### config.mk
export PLATFORM = sky130hd
export DESIGN_NAME = peak_hold_current_regulator
export DESIGN_NICKNAME = d
export VERILOG_FILES = /design/src/shared/phr_pkg.sv /design/src/shared/regulator_if.sv /design/src/hw/peak_hold_current_regulator.sv /design/src/hw/phase_timer.sv /design/src/hw/fault_reporter.sv
export VERILOG_INCLUDE_DIRS = /design/src /design/src/shared
export SDC_FILE = /design/constraint.sdc
export NUM_CORES = 1
export LEC_CHECK = 0
export BUFFER_PORTS_ARGS = -buffer_cell sky130_fd_sc_hd__buf_2
export CAP_MARGIN = 20
export CORE_ASPECT_RATIO = 1.5
export CORE_MARGIN = 3
export CORE_UTILIZATION = 56
export CTS_BUF_LIST = sky130_fd_sc_hd__clkbuf_2 sky130_fd_sc_hd__clkbuf_4 sky130_fd_sc_hd__clkbuf_8
export DETAILED_ROUTE_END_ITERATION = 8
export PLACE_DENSITY = 0.82
export SYNTH_ARGS = -nofsm -noshare
export SYNTH_HDL_FRONTEND = slang
export SYNTH_SLANG_ARGS = --single-unit
### constraint.sdc
create_clock -name clk_i -period 3 [get_ports clk_i]
set_input_delay 0.75 -clock clk_i [delete_from_list [all_inputs] [get_ports clk_i]]
set_output_delay 0.75 -clock clk_i [all_outputs]
set_load 0.02 [all_outputs]
### src/shared/phr_regs.svh
// Named constants of the peak and hold current regulator.
// Assumes inclusion by bare name from every file that needs a width or bit position.
`ifndef PHR_REGS_SVH
`define PHR_REGS_SVH

// Widths of the level, length, prescale and report fields
`define PHR_LEVEL_W 7
`define PHR_LEN_W 8
`define PHR_PRE_W 3
`define PHR_PRE_CNT_W 7
`define PHR_RPT_W 5

// Fault report bit positions
`define PHR_RPT_OVERCURRENT 0
`define PHR_RPT_OPEN_LOAD 1
`define PHR_RPT_FW_SAT 2
`define PHR_RPT_HS_SAT 3
`define PHR_RPT_OVERVOLT 4

// Positions of the asynchronous pins in the synchroniser vector
`define PHR_PIN_PERMIT 0
`define PHR_PIN_CYCLE 1
`define PHR_PIN_PHASE 2
`define PHR_PIN_SELECT 3
`define PHR_PIN_ABOVE 4
`define PHR_PIN_OVERCURRENT 5
`define PHR_PIN_OVERVOLT 6
`define PHR_PIN_HS_SAT 7
`define PHR_PIN_FW_SAT 8
`define PHR_PIN_N 9

// Reset values
`define PHR_RST_REPORT 5'h00
`define PHR_RST_LEVEL 7'h00
`define PHR_RST_LEN 8'h00
`define PHR_RST_PRE 7'h00
`define PHR_RST_PINS 9'h008

`endif

### src/shared/phr_pkg.sv
// Types shared by the regulator modules.
// Assumes phr_regs.svh is on the include path.
`include "phr_regs.svh"

package phr_pkg;
    typedef logic [`PHR_LEVEL_W-1:0] level_t;
    typedef logic [`PHR_RPT_W-1:0] report_t;

    // Control loop state; OFF outside a regulation cycle
    typedef enum logic [1:0]
    {
        LOOP_OFF  = 2'h0,
        LOOP_RISE = 2'h1,
        LOOP_FALL = 2'h2
    } loop_e;
endpackage : phr_pkg

### src/shared/regulator_if.sv
// Carrier between the regulator top and its phase timer and fault reporter.
// Assumes all three modules share one clock.
`include "phr_regs.svh"

interface regulator_if;
    logic timer_load;
    logic phase_edge;
    logic [`PHR_PRE_W-1:0] prescale;
    logic [`PHR_LEN_W-1:0] phase_len;
    logic timer_running;
    logic clear_report;
    phr_pkg::report_t set_prio;
    logic set_ovp_info;
    logic set_open_load;
    logic set_flag;
    phr_pkg::report_t report;
    logic flag;

    modport timer (input timer_load, phase_edge, prescale, phase_len, output timer_running);
    modport timer_ctl (output timer_load, phase_edge, prescale, phase_len, input timer_running);
    modport rpt (input clear_report, set_prio, set_ovp_info, set_open_load, set_flag,
                 output report, flag);
    modport rpt_ctl (output clear_report, set_prio, set_ovp_info, set_open_load, set_flag,
                     input report, flag);
endinterface : regulator_if

### src/hw/peak_hold_current_regulator.sv
// Peak and hold current regulation sequencer with fault protection and reporting.
// Assumes pins arrive asynchronously; configuration ports are static or on clk_i.
//
// What this block does
// - Phase input, directly or through the phase timer, picks peak or sustain level pair for the reference DAC.
// - Direct select set: phase input low gives peak, high gives sustain.
// - Direct select clear: mode follows internal timer dividing the phase input clock.
// - Peak duration set by three-bit prescale and eight-bit length.
// - Cycle runs while permit and cycle inputs are both high.
// - Cycle start resets timer and protection, loads peak or sustain upper level.
// - Cycle end drives gates low, resets timer, reports open load.
// - Peak phase uses peak levels, afterwards sustain levels.
// - Loop output low when current below selected reference, else high.
// - Below upper level: high-side on, freewheel off.
// - Above upper level: DAC to lower, high-side off, freewheel on.
// - Below lower level: DAC to upper, high-side on, freewheel off.
// - Protection latches release on rising edge of either control input.
// - Report bits and fault flag clear on serial select rising edge.
// - Open load reported only after falling edge of either control input.
// - Overvoltage without cutoff reported alongside priority faults, outputs and flag untouched.
// - Overvoltage with cutoff in cycle latches high-side off, freewheel on, flag.
// - Overcurrent always sets flag; inside a cycle latches both gates off.
// - First priority fault locks out later priority and open-load bits.
// - Open load when no loop state change during the whole cycle.
`include "phr_regs.svh"

module peak_hold_current_regulator
(
    // Clock, reset and clock enable
    input wire logic clk_i,
    input wire logic rst_b_i,
    input wire logic ce_i,
    // Control pins
    input wire logic output_permit_input_i,
    input wire logic cycle_ctrl_i,
    input wire logic phase_in_i,
    input wire logic serial_select_low_i,
    // Comparator and fault detectors
    input wire logic current_above_i,
    input wire logic overcurrent_det_i,
    input wire logic overvolt_det_i,
    input wire logic hs_sat_det_i,
    input wire logic fw_sat_det_i,
    // Configuration
    input wire logic direct_phase_sel_i,
    input wire logic [`PHR_PRE_W-1:0] prescale_i,
    input wire logic [`PHR_LEN_W-1:0] phase_len_i,
    input wire logic overvolt_cutoff_i,
    input wire phr_pkg::level_t peak_upper_level_i,
    input wire phr_pkg::level_t peak_lower_level_i,
    input wire phr_pkg::level_t sustain_upper_level_i,
    input wire phr_pkg::level_t sustain_lower_level_i,
    // Drive and status outputs
    output logic hs_gate_o,
    output logic fw_gate_o,
    output phr_pkg::level_t dac_level_o,
    output logic loop_state_o,
    output logic peak_mode_o,
    output phr_pkg::report_t fault_report_o,
    // Open-drain fault pin: enable low pulls the pin low
    output logic fault_pin_o,
    output logic fault_pin_oe_b_o
);
    regulator_if rgi ();

    logic [`PHR_PIN_N-1:0] pin_meta_ff;
    logic [`PHR_PIN_N-1:0] pin_sync_ff;
    logic [`PHR_PIN_N-1:0] pin_prev_ff;
    logic [`PHR_PIN_N-1:0] pin_rise;
    logic permit_s;
    logic cycle_s;
    logic phase_s;
    logic above_s;
    logic cycle_on;
    logic cycle_on_ff;
    logic cycle_start;
    logic cycle_end;
    logic ctrl_rise;
    logic peak_mode;
    phr_pkg::loop_e loop_ff;
    phr_pkg::loop_e nxt_loop;
    logic changed_ff;
    logic prot_hs_off_ff;
    logic prot_fw_off_ff;
    logic prot_fw_on_ff;
    logic hs_gate_ff;
    logic fw_gate_ff;
    logic loop_state_ff;
    logic peak_mode_ff;
    phr_pkg::level_t dac_ff;
    phr_pkg::level_t nxt_dac;
    logic nxt_hs;
    logic nxt_fw;
    logic ovp_cut;
    logic sat_any;

    // Pick the reference level for a mode and a half of the hysteresis band
    function automatic phr_pkg::level_t pick_level
    (
        input logic peak,
        input logic lower,
        input phr_pkg::level_t pk_up,
        input phr_pkg::level_t pk_lo,
        input phr_pkg::level_t su_up,
        input phr_pkg::level_t su_lo
    );
        if (peak)
            pick_level = lower ? pk_lo : pk_up;
        else
            pick_level = lower ? su_lo : su_up;
    endfunction : pick_level

    // Three flip-flops per pin; edges look only at the second stage and its delay
    always_ff @(posedge clk_i or negedge rst_b_i)
    begin
        if (!rst_b_i)
        begin
            pin_meta_ff <= `PHR_RST_PINS;
            pin_sync_ff <= `PHR_RST_PINS;
            pin_prev_ff <= `PHR_RST_PINS;
        end
        else if (ce_i)
        begin
            pin_meta_ff[`PHR_PIN_PERMIT] <= output_permit_input_i;
            pin_meta_ff[`PHR_PIN_CYCLE] <= cycle_ctrl_i;
            pin_meta_ff[`PHR_PIN_PHASE] <= phase_in_i;
            pin_meta_ff[`PHR_PIN_SELECT] <= serial_select_low_i;
            pin_meta_ff[`PHR_PIN_ABOVE] <= current_above_i;
            pin_meta_ff[`PHR_PIN_OVERCURRENT] <= overcurrent_det_i;
            pin_meta_ff[`PHR_PIN_OVERVOLT] <= overvolt_det_i;
            pin_meta_ff[`PHR_PIN_HS_SAT] <= hs_sat_det_i;
            pin_meta_ff[`PHR_PIN_FW_SAT] <= fw_sat_det_i;
            pin_sync_ff <= pin_meta_ff;
            pin_prev_ff <= pin_sync_ff;
        end
    end

    assign pin_rise = pin_sync_ff & ~pin_prev_ff;
    assign permit_s = pin_sync_ff[`PHR_PIN_PERMIT];
    assign cycle_s = pin_sync_ff[`PHR_PIN_CYCLE];
    assign phase_s = pin_sync_ff[`PHR_PIN_PHASE];
    assign above_s = pin_sync_ff[`PHR_PIN_ABOVE];

    assign cycle_on = permit_s && cycle_s;
    assign cycle_start = cycle_on && !cycle_on_ff;
    assign cycle_end = !cycle_on && cycle_on_ff;
    assign ctrl_rise = pin_rise[`PHR_PIN_PERMIT] || pin_rise[`PHR_PIN_CYCLE];

    always_ff @(posedge clk_i or negedge rst_b_i)
    begin
        if (!rst_b_i)
            cycle_on_ff <= 1'b0;
        else if (ce_i)
            cycle_on_ff <= cycle_on;
    end

    // Timer is held loaded outside a cycle, so it is fresh at every start
    assign rgi.timer_load = !cycle_on;
    assign rgi.phase_edge = pin_rise[`PHR_PIN_PHASE];
    assign rgi.prescale = prescale_i;
    assign rgi.phase_len = phase_len_i;

    phase_timer u_phase_timer
    (
        .clk_i(clk_i),
        .rst_b_i(rst_b_i),
        .ce_i(ce_i),
        .tif(rgi.timer)
    );

    // Direct select: low level on the phase input means peak
    assign peak_mode = direct_phase_sel_i ? !phase_s : rgi.timer_running;

    always_comb
    begin
        nxt_loop = loop_ff;
        unique case (loop_ff)
            phr_pkg::LOOP_OFF:
            begin
                if (cycle_start)
                    nxt_loop = phr_pkg::LOOP_RISE;
            end
            phr_pkg::LOOP_RISE:
            begin
                if (!cycle_on)
                    nxt_loop = phr_pkg::LOOP_OFF;
                else if (above_s)
                    nxt_loop = phr_pkg::LOOP_FALL;
            end
            phr_pkg::LOOP_FALL:
            begin
                if (!cycle_on)
                    nxt_loop = phr_pkg::LOOP_OFF;
                else if (!above_s)
                    nxt_loop = phr_pkg::LOOP_RISE;
            end
            default:
                nxt_loop = phr_pkg::LOOP_OFF;
        endcase
    end

    always_ff @(posedge clk_i or negedge rst_b_i)
    begin
        if (!rst_b_i)
            loop_ff <= phr_pkg::LOOP_OFF;
        else if (ce_i)
            loop_ff <= nxt_loop;
    end

    // Any hysteresis turn inside a cycle proves the load is connected
    always_ff @(posedge clk_i or negedge rst_b_i)
    begin
        if (!rst_b_i)
            changed_ff <= 1'b0;
        else if (ce_i)
        begin
            if (cycle_start)
                changed_ff <= 1'b0;
            else if (loop_ff != phr_pkg::LOOP_OFF && nxt_loop != loop_ff && cycle_on)
                changed_ff <= 1'b1;
        end
    end

    assign ovp_cut = pin_sync_ff[`PHR_PIN_OVERVOLT] && overvolt_cutoff_i;
    assign sat_any = pin_sync_ff[`PHR_PIN_HS_SAT] || pin_sync_ff[`PHR_PIN_FW_SAT];

    // Protection latches; a fault seen on the release edge still latches
    always_ff @(posedge clk_i or negedge rst_b_i)
    begin
        if (!rst_b_i)
        begin
            prot_hs_off_ff <= 1'b0;
            prot_fw_off_ff <= 1'b0;
            prot_fw_on_ff <= 1'b0;
        end
        else if (ce_i)
        begin
            prot_hs_off_ff <= (ctrl_rise ? 1'b0 : prot_hs_off_ff)
                || (cycle_on && (pin_sync_ff[`PHR_PIN_OVERCURRENT] || ovp_cut || sat_any));
            prot_fw_off_ff <= (ctrl_rise ? 1'b0 : prot_fw_off_ff)
                || (cycle_on && (pin_sync_ff[`PHR_PIN_OVERCURRENT] || sat_any));
            prot_fw_on_ff <= (ctrl_rise ? 1'b0 : prot_fw_on_ff)
                || (cycle_on && ovp_cut);
        end
    end

    // Gate drive; latched freewheel-off beats latched freewheel-on; a live overvoltage cutoff turns freewheel on unless overcurrent or saturation is live
    always_comb
    begin
        nxt_hs = cycle_on && (nxt_loop == phr_pkg::LOOP_RISE) && !prot_hs_off_ff;
        nxt_fw = cycle_on && !prot_fw_off_ff
            && ((nxt_loop == phr_pkg::LOOP_FALL) || prot_fw_on_ff);
        if (cycle_on && (pin_sync_ff[`PHR_PIN_OVERCURRENT] || sat_any))
        begin
            nxt_hs = 1'b0;
            nxt_fw = 1'b0;
        end
        else if (cycle_on && ovp_cut)
        begin
            nxt_hs = 1'b0;
            nxt_fw = 1'b1;
        end
        nxt_dac = pick_level(peak_mode, nxt_loop == phr_pkg::LOOP_FALL,
            peak_upper_level_i, peak_lower_level_i, sustain_upper_level_i, sustain_lower_level_i);
    end

    always_ff @(posedge clk_i or negedge rst_b_i)
    begin
        if (!rst_b_i)
        begin
            hs_gate_ff <= 1'b0;
            fw_gate_ff <= 1'b0;
            dac_ff <= `PHR_RST_LEVEL;
            loop_state_ff <= 1'b0;
            peak_mode_ff <= 1'b0;
        end
        else if (ce_i)
        begin
            hs_gate_ff <= nxt_hs;
            fw_gate_ff <= nxt_fw;
            dac_ff <= nxt_dac;
            loop_state_ff <= above_s;
            peak_mode_ff <= peak_mode;
        end
    end

    // Fault reporting requests
    always_comb
    begin
        rgi.set_prio = `PHR_RST_REPORT;
        rgi.set_prio[`PHR_RPT_OVERCURRENT] = pin_sync_ff[`PHR_PIN_OVERCURRENT];
        rgi.set_prio[`PHR_RPT_FW_SAT] = cycle_on && pin_sync_ff[`PHR_PIN_FW_SAT];
        rgi.set_prio[`PHR_RPT_HS_SAT] = cycle_on && pin_sync_ff[`PHR_PIN_HS_SAT];
        rgi.set_prio[`PHR_RPT_OVERVOLT] = ovp_cut;
    end

    assign rgi.clear_report = pin_rise[`PHR_PIN_SELECT];
    assign rgi.set_ovp_info = pin_sync_ff[`PHR_PIN_OVERVOLT] && !overvolt_cutoff_i;
    assign rgi.set_open_load = cycle_end && !changed_ff;
    assign rgi.set_flag = pin_sync_ff[`PHR_PIN_OVERCURRENT] || ovp_cut
        || (cycle_on && sat_any);

    fault_reporter u_fault_reporter
    (
        .clk_i(clk_i),
        .rst_b_i(rst_b_i),
        .ce_i(ce_i),
        .rif(rgi.rpt)
    );

    assign hs_gate_o = hs_gate_ff;
    assign fw_gate_o = fw_gate_ff;
    assign dac_level_o = dac_ff;
    assign loop_state_o = loop_state_ff;
    assign peak_mode_o = peak_mode_ff;
    assign fault_report_o = rgi.report;
    // Pin only ever pulls low; the board pull-up gives the idle high
    assign fault_pin_o = 1'b0;
    assign fault_pin_oe_b_o = !rgi.flag;
endmodule : peak_hold_current_regulator

### src/hw/phase_timer.sv
// Peak phase timer: prescaled count of phase clock edges.
// Assumes phase_edge is a synchronised one-cycle pulse on clk_i.
`include "phr_regs.svh"

module phase_timer
(
    // Clock and reset
    input wire logic clk_i,
    input wire logic rst_b_i,
    input wire logic ce_i,
    // Control
    regulator_if.timer tif
);
    logic [`PHR_PRE_CNT_W-1:0] pre_ff;
    logic [`PHR_LEN_W-1:0] len_ff;
    logic [`PHR_PRE_CNT_W-1:0] pre_mask;

    // Divisor is two to the power of the prescale field
    assign pre_mask = `PHR_PRE_CNT_W'((8'h01 << tif.prescale) - 8'h01);
    assign tif.timer_running = (len_ff != `PHR_RST_LEN);

    always_ff @(posedge clk_i or negedge rst_b_i)
    begin
        if (!rst_b_i)
        begin
            pre_ff <= `PHR_RST_PRE;
            len_ff <= `PHR_RST_LEN;
        end
        else if (ce_i)
        begin
            if (tif.timer_load)
            begin
                pre_ff <= `PHR_RST_PRE;
                len_ff <= tif.phase_len;
            end
            else if (tif.phase_edge && tif.timer_running)
            begin
                if (pre_ff == pre_mask)
                begin
                    pre_ff <= `PHR_RST_PRE;
                    len_ff <= len_ff - 8'h01;
                end
                else
                begin
                    pre_ff <= pre_ff + 7'h01;
                end
            end
        end
    end
endmodule : phase_timer

### src/hw/fault_reporter.sv
// Fault report bits with first-fault priority lock and fault flag.
// Assumes set requests and clear are one-cycle pulses or levels on clk_i.
`include "phr_regs.svh"

module fault_reporter
(
    // Clock and reset
    input wire logic clk_i,
    input wire logic rst_b_i,
    input wire logic ce_i,
    // Requests and state
    regulator_if.rpt rif
);
    phr_pkg::report_t report_ff;
    phr_pkg::report_t nxt_report;
    phr_pkg::report_t new_prio;
    phr_pkg::report_t info;
    logic lock_ff;
    logic nxt_lock;
    logic flag_ff;
    logic nxt_flag;
    logic base_lock;

    assign rif.report = report_ff;
    assign rif.flag = flag_ff;

    // Set wins over the clear so a fault arriving with the select edge survives
    always_comb
    begin
        base_lock = rif.clear_report ? 1'b0 : lock_ff;
        new_prio = base_lock ? `PHR_RST_REPORT : rif.set_prio;
        info = `PHR_RST_REPORT;
        info[`PHR_RPT_OVERVOLT] = rif.set_ovp_info;
        info[`PHR_RPT_OPEN_LOAD] = rif.set_open_load && !base_lock && (new_prio == 5'h00);
        nxt_report = (rif.clear_report ? `PHR_RST_REPORT : report_ff) | new_prio | info;
        nxt_lock = base_lock | (new_prio != 5'h00);
        nxt_flag = (rif.clear_report ? 1'b0 : flag_ff) | rif.set_flag;
    end

    always_ff @(posedge clk_i or negedge rst_b_i)
    begin
        if (!rst_b_i)
        begin
            report_ff <= `PHR_RST_REPORT;
            lock_ff <= 1'b0;
            flag_ff <= 1'b0;
        end
        else if (ce_i)
        begin
            report_ff <= nxt_report;
            lock_ff <= nxt_lock;
            flag_ff <= nxt_flag;
        end
    end
endmodule : fault_reporter

### After elaboration in Yosys (flattened, before gate mapping)

Cells that the tools add are included.

* add/subtract/negate cells: 3
* $mul: 0
* divide/modulo/power cells: 0
* order comparisons: 0
* equality and inequality tests: 8
* shift operators: 1
* mux-type cells: 29
* bitwise logic cells: 6
* reductions and logical operators: 49

Operator list (count)
* $mux W7: 6
* $mux W8: 3
* $logic_and A1 B1 Y1: 21
* $mux W1: 12
* $logic_or A1 B1 Y1: 10
* $mux W2: 5
* $mux W5: 2
* $or A5 B5 Y5: 2
* $logic_not A1 Y1: 9
* $reduce_bool A8 Y1: 1
* $sub A8 B1 Y8 const B: 1
* $add A7 B1 Y7 const B: 1
* $eq A7 B7 Y1: 1
* $shl A1 B3 Y7 const A: 1
* $sub A7 B1 Y7 const B: 1
* $pmux W2 S3: 1
* $logic_not A5 Y1: 1
* $reduce_bool A5 Y1: 1
* $and A4 B4 Y4: 1
* $eq A2 B1 Y1 const B: 2
* $eq A2 B2 Y1 const B: 2
* $ne A2 B1 Y1 const B: 2
* $not A4 Y4: 1
* $reduce_and A2 Y1: 2
* 5 further kinds: 7

* bits in registers: 62
* latch bits: 0
* bits in writable memories: 0
* ROM bits: 0
* output and inout bits: 18
* memories kept: 0

### Depth between registers and ports, before layout

Gate-level depths: netlist of run 1.

* depth in word-level cells: 9
* gate-level depth with buffers: 8
* mapped depth without buffers: 8

### Modules after synthesis

A second synthesis of run 1 with hierarchy kept.

* cell total of the unflattened synthesis: 310
* area, all modules: 3226.8 um^2

By module, submodules not included
* peak_hold_current_regulator: times used 1, cells each 148, area each 1830.5 um^2, seq. area each 1004.7 um^2
* phase_timer: times used 1, cells each 137, area each 1092.3 um^2, seq. area each 375.4 um^2
* fault_reporter: times used 1, cells each 25, area each 304.0 um^2, seq. area each 175.2 um^2

### Worst setup path after synthesis of run 1

Ideal clock, no wire load.

* kind: in2reg
* start point: input prescale_i[1]
* end point: register u_phase_timer.len_ff[3]
* library setup time: 0.127 ns
* data arrival time: 2.323 ns
* path slack: 0.550 ns
* stages on the path: 6
* buffers on the path: 1
* cells stage by stage: buf_6 -> or2_4 -> or4_4 -> a2111oi_4 -> nor4b_2 -> o22ai_1

* word-level cells in the longest chain between the ends: 5

Ends and longest elaborated chain
* start: declaration: line peak_hold_current_regulator.sv:46 `` input wire logic [`PHR_PRE_W-1:0] prescale_i, ``
* $shl A1 B3 Y7: line phase_timer.sv:19 `` assign pre_mask = `PHR_PRE_CNT_W'((8'h01 << tif.prescale) - 8'h01); ``
* $sub A7 B1 Y7: line phase_timer.sv:19
* $eq A7 B7 Y1: line phase_timer.sv:38 `if (pre_ff == pre_mask)`
* $ne A2 B1 Y1 (no source line)
* $reduce_and A3 Y1 (no source line)
* end signal: assignment: line phase_timer.sv:27 `` len_ff <= `PHR_RST_LEN; ``
* end signal: assignment: line phase_timer.sv:34 `len_ff <= tif.phase_len;`
* end signal: assignment: line phase_timer.sv:41 `len_ff <= len_ff - 8'h01;`
* end: declaration: line phase_timer.sv:15 `` logic [`PHR_LEN_W-1:0] len_ff; ``

No other way between the ends.
A chain may end at the register's enable or synchronous reset.

### Final worst setup path of run 1

* start point: register u_phase_timer.len_ff[0]
* end point: register dac_ff[2] (netlist: dac_level_o[2])

* word-level cells in the longest chain between the ends: 3

Ends and longest elaborated chain
* $reduce_bool A8 Y1 (no source line)
* $mux W1: line peak_hold_current_regulator.sv:172 `assign peak_mode = direct_phase_sel_i ? !phase_s : rgi.timer_running;`
* $mux W7: line peak_hold_current_regulator.sv:107 `if (peak)`
* end signal: assignment: line peak_hold_current_regulator.sv:273 `` dac_ff <= `PHR_RST_LEVEL; ``
* end signal: assignment: line peak_hold_current_regulator.sv:281 `dac_ff <= nxt_dac;`
* end: declaration: line peak_hold_current_regulator.sv:90 `phr_pkg::level_t dac_ff;`

No other way between the ends.

==> results.txt, run 1 <==
outcome: completed
Cells after DPL: 421
yosys warns: 0
RSZ-0062 raised after global routing: no
Async SR Flop Fraction: 1.00
drt pass-1 iters: 4
met2 Track Usage GR: 0.381
row count: 33
Mapped Avg Cell Area: 11.0 um^2
area share of the largest cell type after synthesis: 0.464
pwr dens: 649 nW/um^2
antenna-violating nets left: 0
Yosys cell types: 55
#FFs+latches synth: 62
kind of start point of the critical path: flip-flop
clock buffer count from CTS: 9
met1 usage: 0.254
Die Ht: 98.3 um
Fillers: 438
Synthesized Nets: 344
top-count cell post-synth: dfrtp_1
Die X: 67.5 um
RePlAce Congestion: 0.850
vias per cell: 5.87
setup tns final: 0 ps
vias: 2,565
CP cell instances: inv_1, ha_1, or4b_4, o31ai_4, mux4_1, mux2_2
layout cells sized above 1: 0.362
Final Hold Fails: 0
DP Worst Slack: 330 ps
latest clock arrival within the worst-skew pair: 340 ps
Post-Route Skew: 10.4 ps
Synth Flop Type: dfrtp_1
Hold WC Path Type: input port to async pin
die area: 6640 um^2
Post-Route WL: 6.90 mm
grt peak-use layer: met2
initial antenna violation count: 0
DR iter-0 viols: 133
Reg2Reg Setup Slack: 350 ps
fin. max-slew vios: 0
first-pass GRT wire length: 11.3 mm
Synth Cell Area: 3180 um^2
post-route setup slack: 351 ps
CTS tree: built
Port-buffer cells: 69
Max Freq: 378 MHz
post-route cell area: 3840 um^2
routing usage on met3: 0.0495
relative slew slack: 0.405
CTS Hold Bufs: 0
Post-Syn Instances: 288
Setup Crit Path Kind: flip-flop to flip-flop
clock sink total: 62
post-CTS setup buffer count: 0
post-route DRC violation count: 0
GR Overflow Total: 0
Total Routing Usage GR: 0.226
worst-case reg-to-reg path depth: 6
Final setup viols: 0
CTS HTree Levels: 3
critical path's slowest cell: mux4_1
WL/cell: 15.8 um
WP data arrival: 2880 ps
Post-DP HPWL: 4.94 mm
Synth area leaders: dfrtp_1 (46%), mux2_2 (9.9%), mux4_1 (5.0%), nand2_1 (4.0%), o21ai_0 (3.3%)
clock tree buffer depth: 2
max_cap viols: 0
Root Buffer: clkbuf_8
Leak: 1.78 nW
largest net degree at the start of global routing: 39
area leader, netlist: dfrtp_1
diode count: 0
CP peak stage delay: 630 ps
non-filler cells, final: 437
CP endpoint kind: flip-flop
Core Region: 5490 um^2
Multi-input gate area: 1520 um^2
FF-to-FF Start: u_phase_timer.len_ff[0]$_DFFE_PN0P_
register area: 1560 um^2
Final Cycle Share: 0.883
Worst Path Required: 3230 ps
Critical Path Fanout Max: 8
synth cell count leaders: dfrtp_1 (59), nand2_1 (34), mux2_2 (28), o21ai_0 (21), a21oi_1 (16)
Initial Util: 0.579
post-cts sizing count: 0
Post-synth EDFFs: 0
fin nets: 418
pin slew with the least headroom to its limit: 885 ps
Seq/Total Area, Yosys: 0.489
Cell Area, Placed: 3610 um^2
number of I/O pins: 71
Area Growth Syn to Fin: 20.8%
VDD IR max: 405 uV
vias in the first global route: 2,518
clock transition at the registers of the reported paths: 70 ps
reg2reg end: dac_level_o[2]$_DFFE_PN0P_
Final min period: 2650 ps
==> cell usage in the layout, fill, tap and decap left out, drive strengths merged, types with 2 or more instances in the layout <==
master   count
a2111oi      2
a21o         3
a21oi       16
a32o         4
and2         2
and3         7
buf         76
bufinv       2
clkbuf      13
dfrtp       59
dfstp        3
ha           3
inv         11
mux2        28
mux2i        2
mux4         7
nand2       35
nand2b       3
nand3        6
nand3b       2
nand4        3
nand4b       3
nor2        13
nor2b        3
nor3         4
nor3b        2
o21ai       21
o22ai        7
o31ai        5
or3          2
xor2         2
==> layout make-up <==
type | count | area share
clock buffer | 13 | 0.0449
clock inverter | 3 | 0.0169
timing repair buffer | 76 | 0.104
tap | 70 | 0.0228
multi-input combinational | 202 | 0.396
sequential | 62 | 0.405
inverter | 11 | 0.0107
==> cells by family (layout without fill, tap and decap cells) <==
family | after synthesis | count (layout) | synth area share
buffers and inverters | 24 | 103 | 0.0319
DFF | 62 | 62 | 0.489
muxes | 37 | 37 | 0.162
other | 1 | 1 | 0.00118
adders and majority gates | 3 | 3 | 0.0118
and+or+nand+nor | 91 | 91 | 0.151
xor gates and xnor gates | 2 | 2 | 0.00551
AOI/OAI and AO/OA | 68 | 68 | 0.148
==> where the power goes <==
| group | leakage [nW] | switching (W) | internal (W) |
|---|---|---|---|
| sequential | 0.761 | 0.000119 | 0.000979 |
| combinational | 0.898 | 0.000300 | 0.000244 |
| clock | 0.123 | 0.000309 | 0.000544 |
| total | 1.78 | 0.000728 | 0.00177 |
==> flip-flops by register name, indices dropped and copies added (netlist names) <==
| name | cells |
|---|---|
| loop_state_o | 1 |
| changed_ff | 1 |
| peak_mode_o | 1 |
| loop_ff | 2 |
| prot_fw_off_ff | 1 |
| dac_level_o | 7 |
| u_phase_timer.pre_ff | 7 |
| pin_prev_ff | 4 |
| u_fault_reporter.rif.flag | 1 |
| prot_hs_off_ff | 1 |
| hs_gate_o | 1 |
| prot_fw_on_ff | 1 |
| pin_meta_ff | 9 |
| u_fault_reporter.lock_ff | 1 |
| cycle_on_ff | 1 |
| fw_gate_o | 1 |
| u_fault_reporter.rif.report | 5 |
| u_phase_timer.len_ff | 8 |
| pin_sync_ff | 9 |
==> worst max-delay path by stage <==
stage                                        start                                  end  slack, ps
2_1_floorplan                        prescale_i[1]  u_phase_timer.len_ff[3]$_DFFE_PN0P_        550
3_3_place_gp   u_phase_timer.len_ff[0]$_DFFE_PN0P_           dac_level_o[1]$_DFFE_PN0P_        380
3_5_place_dp                                  ce_i  u_phase_timer.len_ff[0]$_DFFE_PN0P_        330
4_1_cts        u_phase_timer.len_ff[0]$_DFFE_PN0P_           dac_level_o[2]$_DFFE_PN0P_        340
5_1_grt        u_phase_timer.len_ff[0]$_DFFE_PN0P_           dac_level_o[5]$_DFFE_PN0P_        190
6_report       u_phase_timer.len_ff[0]$_DFFE_PN0P_           dac_level_o[2]$_DFFE_PN0P_        350
==> through the flow <==
step                 util  hold WS [ps]  power (W)
floorplan               -           445    0.00146
global placement    0.657           460    0.00163
detailed placement  0.657           475    0.00165
CTS                 0.700           398    0.00251
global route        0.700           414    0.00262
finish              0.700           396    0.00250
==> routing by layer <==
layer / routed length [um] / up-vias
li1: - / 1215
met1: 2650 / 1264
met2: 3760 / 70
met3: 291 / 16
met4: 189 / 0
met5: 0 / -
==> critical path, delay by kind of cell (launching register included) <==
kind / cells / cell delay [ps]
adder cells (fa/ha/maj): 1 / 140
AO/OA/AOI/OAI: 1 / 480
flip-flops: 1 / 440
multiplexers: 2 / 910
AND/OR/NAND/NOR: 1 / 470
buffers and inverters: 1 / 100
(Power assumes the default switching activity.)
==> run 2, diff against run 1 <==
--- a/config.mk
+++ b/config.mk
@@ -10,10 +10,10 @@
 export CAP_MARGIN = 20
 export CORE_ASPECT_RATIO = 1.5
 export CORE_MARGIN = 3
-export CORE_UTILIZATION = 56
+export CORE_UTILIZATION = 60
 export CTS_BUF_LIST = sky130_fd_sc_hd__clkbuf_2 sky130_fd_sc_hd__clkbuf_4 sky130_fd_sc_hd__clkbuf_8
 export DETAILED_ROUTE_END_ITERATION = 8
-export PLACE_DENSITY = 0.82
+export PLACE_DENSITY = 0.87
 export SYNTH_ARGS = -nofsm -noshare
 export SYNTH_HDL_FRONTEND = slang
 export SYNTH_SLANG_ARGS = --single-unit
==> constraint.sdc (replaced) <==
create_clock -name clk_i -period 3.4 [get_ports clk_i]
set_input_delay 0.85 -clock clk_i [delete_from_list [all_inputs] [get_ports clk_i]]
set_output_delay 0.85 -clock clk_i [all_outputs]
set_load 0.02 [all_outputs]
==> run 2 against run 1 <==
Compared with the run above:
- global-route usage up 5.1 points
- maximum frequency down 3.3%
- largest power group unchanged
- sequential share of layout area up 0.55 points
- clock-buffer cell count down 1
==> results.txt, run 2 (synthesis gave the netlist of run 1 again) <==
outcome: completed
Int Power: 0.00146 W
Setup Crit Path Kind: flip-flop to flip-flop
Max Freq: 365 MHz
RSZ-0062 raised after global routing: no
Critical Path Fanout Max: 8
first-pass GRT wire length: 12.8 mm
sequential power share: 0.459
clock sink total: 62
CP endpoint kind: flip-flop
clock buffer count from CTS: 9
fin. max-slew vios: 0
Worst Path Required: 3620 ps
fin nets: 416
CTS Hold Bufs: 0
RePlAce Congestion: 0.848
Bufs and invs on worst path: 1
Comb power frac: 0.230
CTS HTree Levels: 3
max_cap viols: 0
pin slew with the least headroom to its limit: 898 ps
kind of start point of the critical path: flip-flop
post-CTS setup buffer count: 0
Final Hold Fails: 0
Die X: 65.4 um
Hold WC Path Type: flip-flop to flip-flop
drt pass-1 iters: 5
pwr dens: 560 nW/um^2
layout cells sized above 1: 0.359
Root Buffer: clkbuf_8
Die Ht: 95.2 um
row count: 31
Total Routing Usage GR: 0.277
net switching power: 0.000665 W
Core Region: 4960 um^2
Leak: 1.76 nW
clock network power share: 0.311
Final setup viols: 0
WL/cell: 18.2 um
Area Growth Syn to Fin: 19.2%
die area: 6230 um^2
relative slew slack: 0.396
Switching Share: 0.313
DR iter-0 viols: 196
clock tree buffer depth: 2
vias per cell: 6.24
CP peak stage delay: 660 ps
Tot Pwr: 0.00212 W
Final Cycle Share: 0.806
Post-Route Skew: 7.26 ps
number of I/O pins: 71
Port-buffer cells: 69
Largest regs: pin_meta_ff (9), pin_sync_ff (9), u_phase_timer.len_ff (8)
GR Overflow Total: 0
most frequent cells in the layout: buf_2 (69), dfrtp_1 (59), nand2_1 (34)
Fillers: 357
initial antenna violation count: 1
Post-Route WL: 7.88 mm
final core occ: 0.764
antenna-violating nets left: 0
largest net degree at the start of global routing: 36
WP data arrival: 2960 ps
CTS tree: built
Final min period: 2740 ps
Post-DP HPWL: 5.29 mm
Initial Util: 0.641
latest clock arrival within the worst-skew pair: 340 ps
VDD IR max: 387 uV
vias: 2,696
CP cell instances: inv_1, ha_1, or4b_4, o31ai_4, mux4_1, mux2_2
post-cts sizing count: 0
CP delay by family, top: multiplexers
clock transition at the registers of the reported paths: 60 ps
most common cell after layout, fill and taps aside: buf_2
post-route DRC violation count: 0
vias in the first global route: 2,726
setup tns final: 0 ps
critical path's slowest cell: mux4_1
==> run 2: metrics by stage <==
step                cells  hold WS (ps)  area [um^2]  setup WS [ps]
global placement      415           460         3590            633
floorplan             288           445         3180            850
CTS                   431           492         3790            668
finish                432           488         3790            660
detailed placement    415           471         3590            599
global route          432           523         3790            567
==> run 2: worst paths after layout <==
check / startpoint / to / slack [ps] / depth (start not counted)
max in group asynchronous: rst_b_i / pin_prev_ff[3]$_DFFE_PN1P_ / 2010 / 2
min in group asynchronous: rst_b_i / dac_level_o[5]$_DFFE_PN0P_ / 600 / 1
worst min-delay path: u_fault_reporter.rif.report[0]$_DFFE_PN0P_ / u_fault_reporter.rif.report[0]$_DFFE_PN0P_ / 490 / 1
worst max-delay path: u_phase_timer.len_ff[0]$_DFFE_PN0P_ / dac_level_o[3]$_DFFE_PN0P_ / 660 / 6
worst min register to register: u_fault_reporter.rif.report[0]$_DFFE_PN0P_ / u_fault_reporter.rif.report[0]$_DFFE_PN0P_ / 490 / 1
worst max register to register: u_phase_timer.len_ff[0]$_DFFE_PN0P_ / dac_level_o[3]$_DFFE_PN0P_ / 660 / 6
==> run 2: area by class of cell <==
class | instances | area [um^2] | share of cell area
antenna | 1 | 2.50 | 0.000660
clock buffer | 12 | 159 | 0.0419
clock inverter | 4 | 45.0 | 0.0119
inverter | 11 | 41.3 | 0.0109
multi-input combinational | 202 | 1520 | 0.402
sequential | 62 | 1560 | 0.410
tap | 66 | 82.6 | 0.0218
timing repair buffer | 74 | 383 | 0.101
==> run 2: routing by layer <==
layer  track usage  share of wire
met1         0.312           0.38
met2         0.483           0.53
met4         0.156          0.041
met5             0              0
met3        0.0554          0.050
==> run 2: power by group through the flow <==
stage	combinational [W]	sequential, W	clock, W
final	0.000489	0.000975	0.000660
after CTS	0.000491	0.000969	0.000675
after global placement	0.000465	0.000973	0
after floorplan	0.000287	0.000998	0
after global routing	0.000534	0.000988	0.000707
after detailed placement	0.000481	0.000978	0
==> run 3, diff against run 2 <==
--- a/config.mk
+++ b/config.mk
@@ -10,10 +10,10 @@
 export CAP_MARGIN = 20
 export CORE_ASPECT_RATIO = 1.5
 export CORE_MARGIN = 3
-export CORE_UTILIZATION = 60
+export CORE_UTILIZATION = 56
 export CTS_BUF_LIST = sky130_fd_sc_hd__clkbuf_2 sky130_fd_sc_hd__clkbuf_4 sky130_fd_sc_hd__clkbuf_8
 export DETAILED_ROUTE_END_ITERATION = 8
-export PLACE_DENSITY = 0.87
+export PLACE_DENSITY = 0.82
 export SYNTH_ARGS = -nofsm -noshare
 export SYNTH_HDL_FRONTEND = slang
 export SYNTH_SLANG_ARGS = --single-unit
==> constraint.sdc (replaced) <==
create_clock -name clk_i -period 2.85 [get_ports clk_i]
set_input_delay 0.7125 -clock clk_i [delete_from_list [all_inputs] [get_ports clk_i]]
set_output_delay 0.7125 -clock clk_i [all_outputs]
set_load 0.02 [all_outputs]
==> run 3 against run 2 <==
Compared with the run above:
- hold slack got worse by 110 ps
- clock-buffer cell count rose by 1
- combinational power rose by 21%
- via count fell by 4.0%
- sequential share of layout area fell by 0.96 points
- clock skew rose by 2.1 ps
- critical endpoint is now dac_level_o[5]$_DFFE_PN0P_
==> results.txt, run 3 (synthesis gave the netlist of run 1 again) <==
outcome: completed
Bufs and invs on worst path: 2
Port-buffer cells: 69
RePlAce Congestion: 0.881
post-route DRC violation count: 0
CTS HTree Levels: 3
clock transition at the registers of the reported paths: 70 ps
Post-Route WL: 7.15 mm
RSZ-0062 raised after global routing: no
Largest regs: pin_meta_ff (9), pin_sync_ff (9), u_phase_timer.len_ff (8)
Die Ht: 98.3 um
WP data arrival: 2830 ps
Max Freq: 381 MHz
Worst Path Required: 3060 ps
CTS tree: built
pwr dens: 680 nW/um^2
Int Power: 0.00187 W
Core Region: 5490 um^2
critical path depth in cells: 7
row count: 33
Final setup viols: 0
diode count: 0
Hold WC Path Type: input port to async pin
critical path's slowest cell: mux4_1
vias: 2,588
max_cap viols: 0
final core occ: 0.707
vias in the first global route: 2,670
CP peak stage delay: 590 ps
Setup Crit Path Kind: flip-flop to flip-flop
Total Routing Usage GR: 0.241
CP cell instances: inv_1, ha_1, or4b_4, o31ai_4, buf_12, mux4_1, mux2_2
largest net degree at the start of global routing: 39
non-filler cells, final: 439
layout cells sized above 1: 0.366
clock sink total: 62
most frequent cells in the layout: buf_2 (69), dfrtp_1 (59), nand2_1 (34)
kind of start point of the critical path: flip-flop
Leak: 1.80 nW
fin. max-slew vios: 0
CP endpoint kind: flip-flop
number of I/O pins: 71
Comb power frac: 0.223
initial antenna violation count: 0
GR Overflow Total: 0
sequential power share: 0.437
vias per cell: 5.90
die area: 6640 um^2
antenna-violating nets left: 0
clock tree buffer depth: 2
setup tns final: 0 ps
DR iter-0 viols: 221
relative slew slack: 0.442
Cells after DPL: 422
Critical Path Fanout Max: 8
most common cell after layout, fill and taps aside: buf_2
Root Buffer: clkbuf_8
Switching Share: 0.292
post-route cell area: 3880 um^2
latest clock arrival within the worst-skew pair: 330 ps
Tot Pwr: 0.00264 W
Final Cycle Share: 0.920
drt pass-1 iters: 5
net switching power: 0.000771 W
Die X: 67.5 um
Initial Util: 0.579
worst-case reg-to-reg path depth: 7
Fillers: 405
Final min period: 2620 ps
fin nets: 420
WL/cell: 16.3 um
CP delay by family, top: multiplexers
first-pass GRT wire length: 12.0 mm
Cell Area, Placed: 3630 um^2
Final Hold Fails: 0
Post-DP HPWL: 5.01 mm
clock network power share: 0.339
Area Growth Syn to Fin: 22.1%
VDD IR max: 426 uV
clock buffer count from CTS: 9
pin slew with the least headroom to its limit: 829 ps
Post-Route Skew: 9.39 ps
run 3: changes by cell type in the layout (fill, tap and decap cells not counted), sizes merged:
cell / before / now
diode: 1 / 0
clkinv: 3 / 1
bufinv: 1 / 2
clkbuf: 12 / 13
buf: 74 / 78
run 3: power by group through the flow:
stage	logic, W	clock network, W	registers [W]
floorplan	0.000342	0	0.00119
global placement	0.000562	0	0.00116
detailed placement	0.000581	0	0.00117
CTS	0.000585	0.000920	0.00115
global route	0.000659	0.000955	0.00118
finish	0.000590	0.000897	0.00116
run 3: worst reg2reg max path, cell delays in order (launching register included):
cell     delay (ps)
dfrtp_1         430
inv_1           110
ha_1            140
or4b_4          480
o31ai_4         280
buf_12          170
mux4_1          590
mux2_2          300
run 3: per-layer routing:
layer / share of wire / global-route usage / vias to the layer above
met5: 0 / 0 / -
met4: 0.024 / 0.111 / 0
met3: 0.043 / 0.0610 / 17
met2: 0.56 / 0.421 / 86
met1: 0.37 / 0.262 / 1266
li1: - / - / 1219
run 3: layout make-up:
| type | instances | area [um^2] | share of cell area |
|---|---|---|---|
| well taps | 70 | 87.6 | 0.0226 |
| repair buffers | 78 | 438 | 0.113 |
| clock buffers | 13 | 173 | 0.0445 |
| multi-input cells | 202 | 1520 | 0.392 |
| clock inverters | 3 | 65.1 | 0.0168 |
| inverters | 11 | 41.3 | 0.0106 |
| flip-flops and latches | 62 | 1560 | 0.400 |
run 3: what timing repair did:
action	in CTS	in global routing
hold buffers	0	0
setup endpoints to repair	0	1
gates resized for setup	0	0
buffers inserted	0	1
run 3: final timing paths:
kind / slack [ps] / startpoint / endpoint
setup / recovery: 230 / u_phase_timer.len_ff[0]$_DFFE_PN0P_ / dac_level_o[5]$_DFFE_PN0P_
hold / removal: 380 / rst_b_i / u_fault_reporter.rif.report[2]$_DFFE_PN0P_
setup reg to reg: 230 / u_phase_timer.len_ff[0]$_DFFE_PN0P_ / dac_level_o[5]$_DFFE_PN0P_
hold reg to reg: 480 / prot_hs_off_ff$_DFFE_PN0P_ / prot_hs_off_ff$_DFFE_PN0P_
max in group asynchronous: 1860 / rst_b_i / pin_meta_ff[2]$_DFFE_PN0P_
min in group clk_i: 480 / prot_hs_off_ff$_DFFE_PN0P_ / prot_hs_off_ff$_DFFE_PN0P_
run 3: per-stage QoR:
| stage | hold slack [ps] | setup WS (ps) |
|---|---|---|
| after global routing | 395 | 147 |
| after CTS | 374 | 136 |
| after floorplan | 417 | 412 |
| after detailed placement | 466 | 147 |
| after global placement | 461 | 262 |
| final | 380 | 229 |
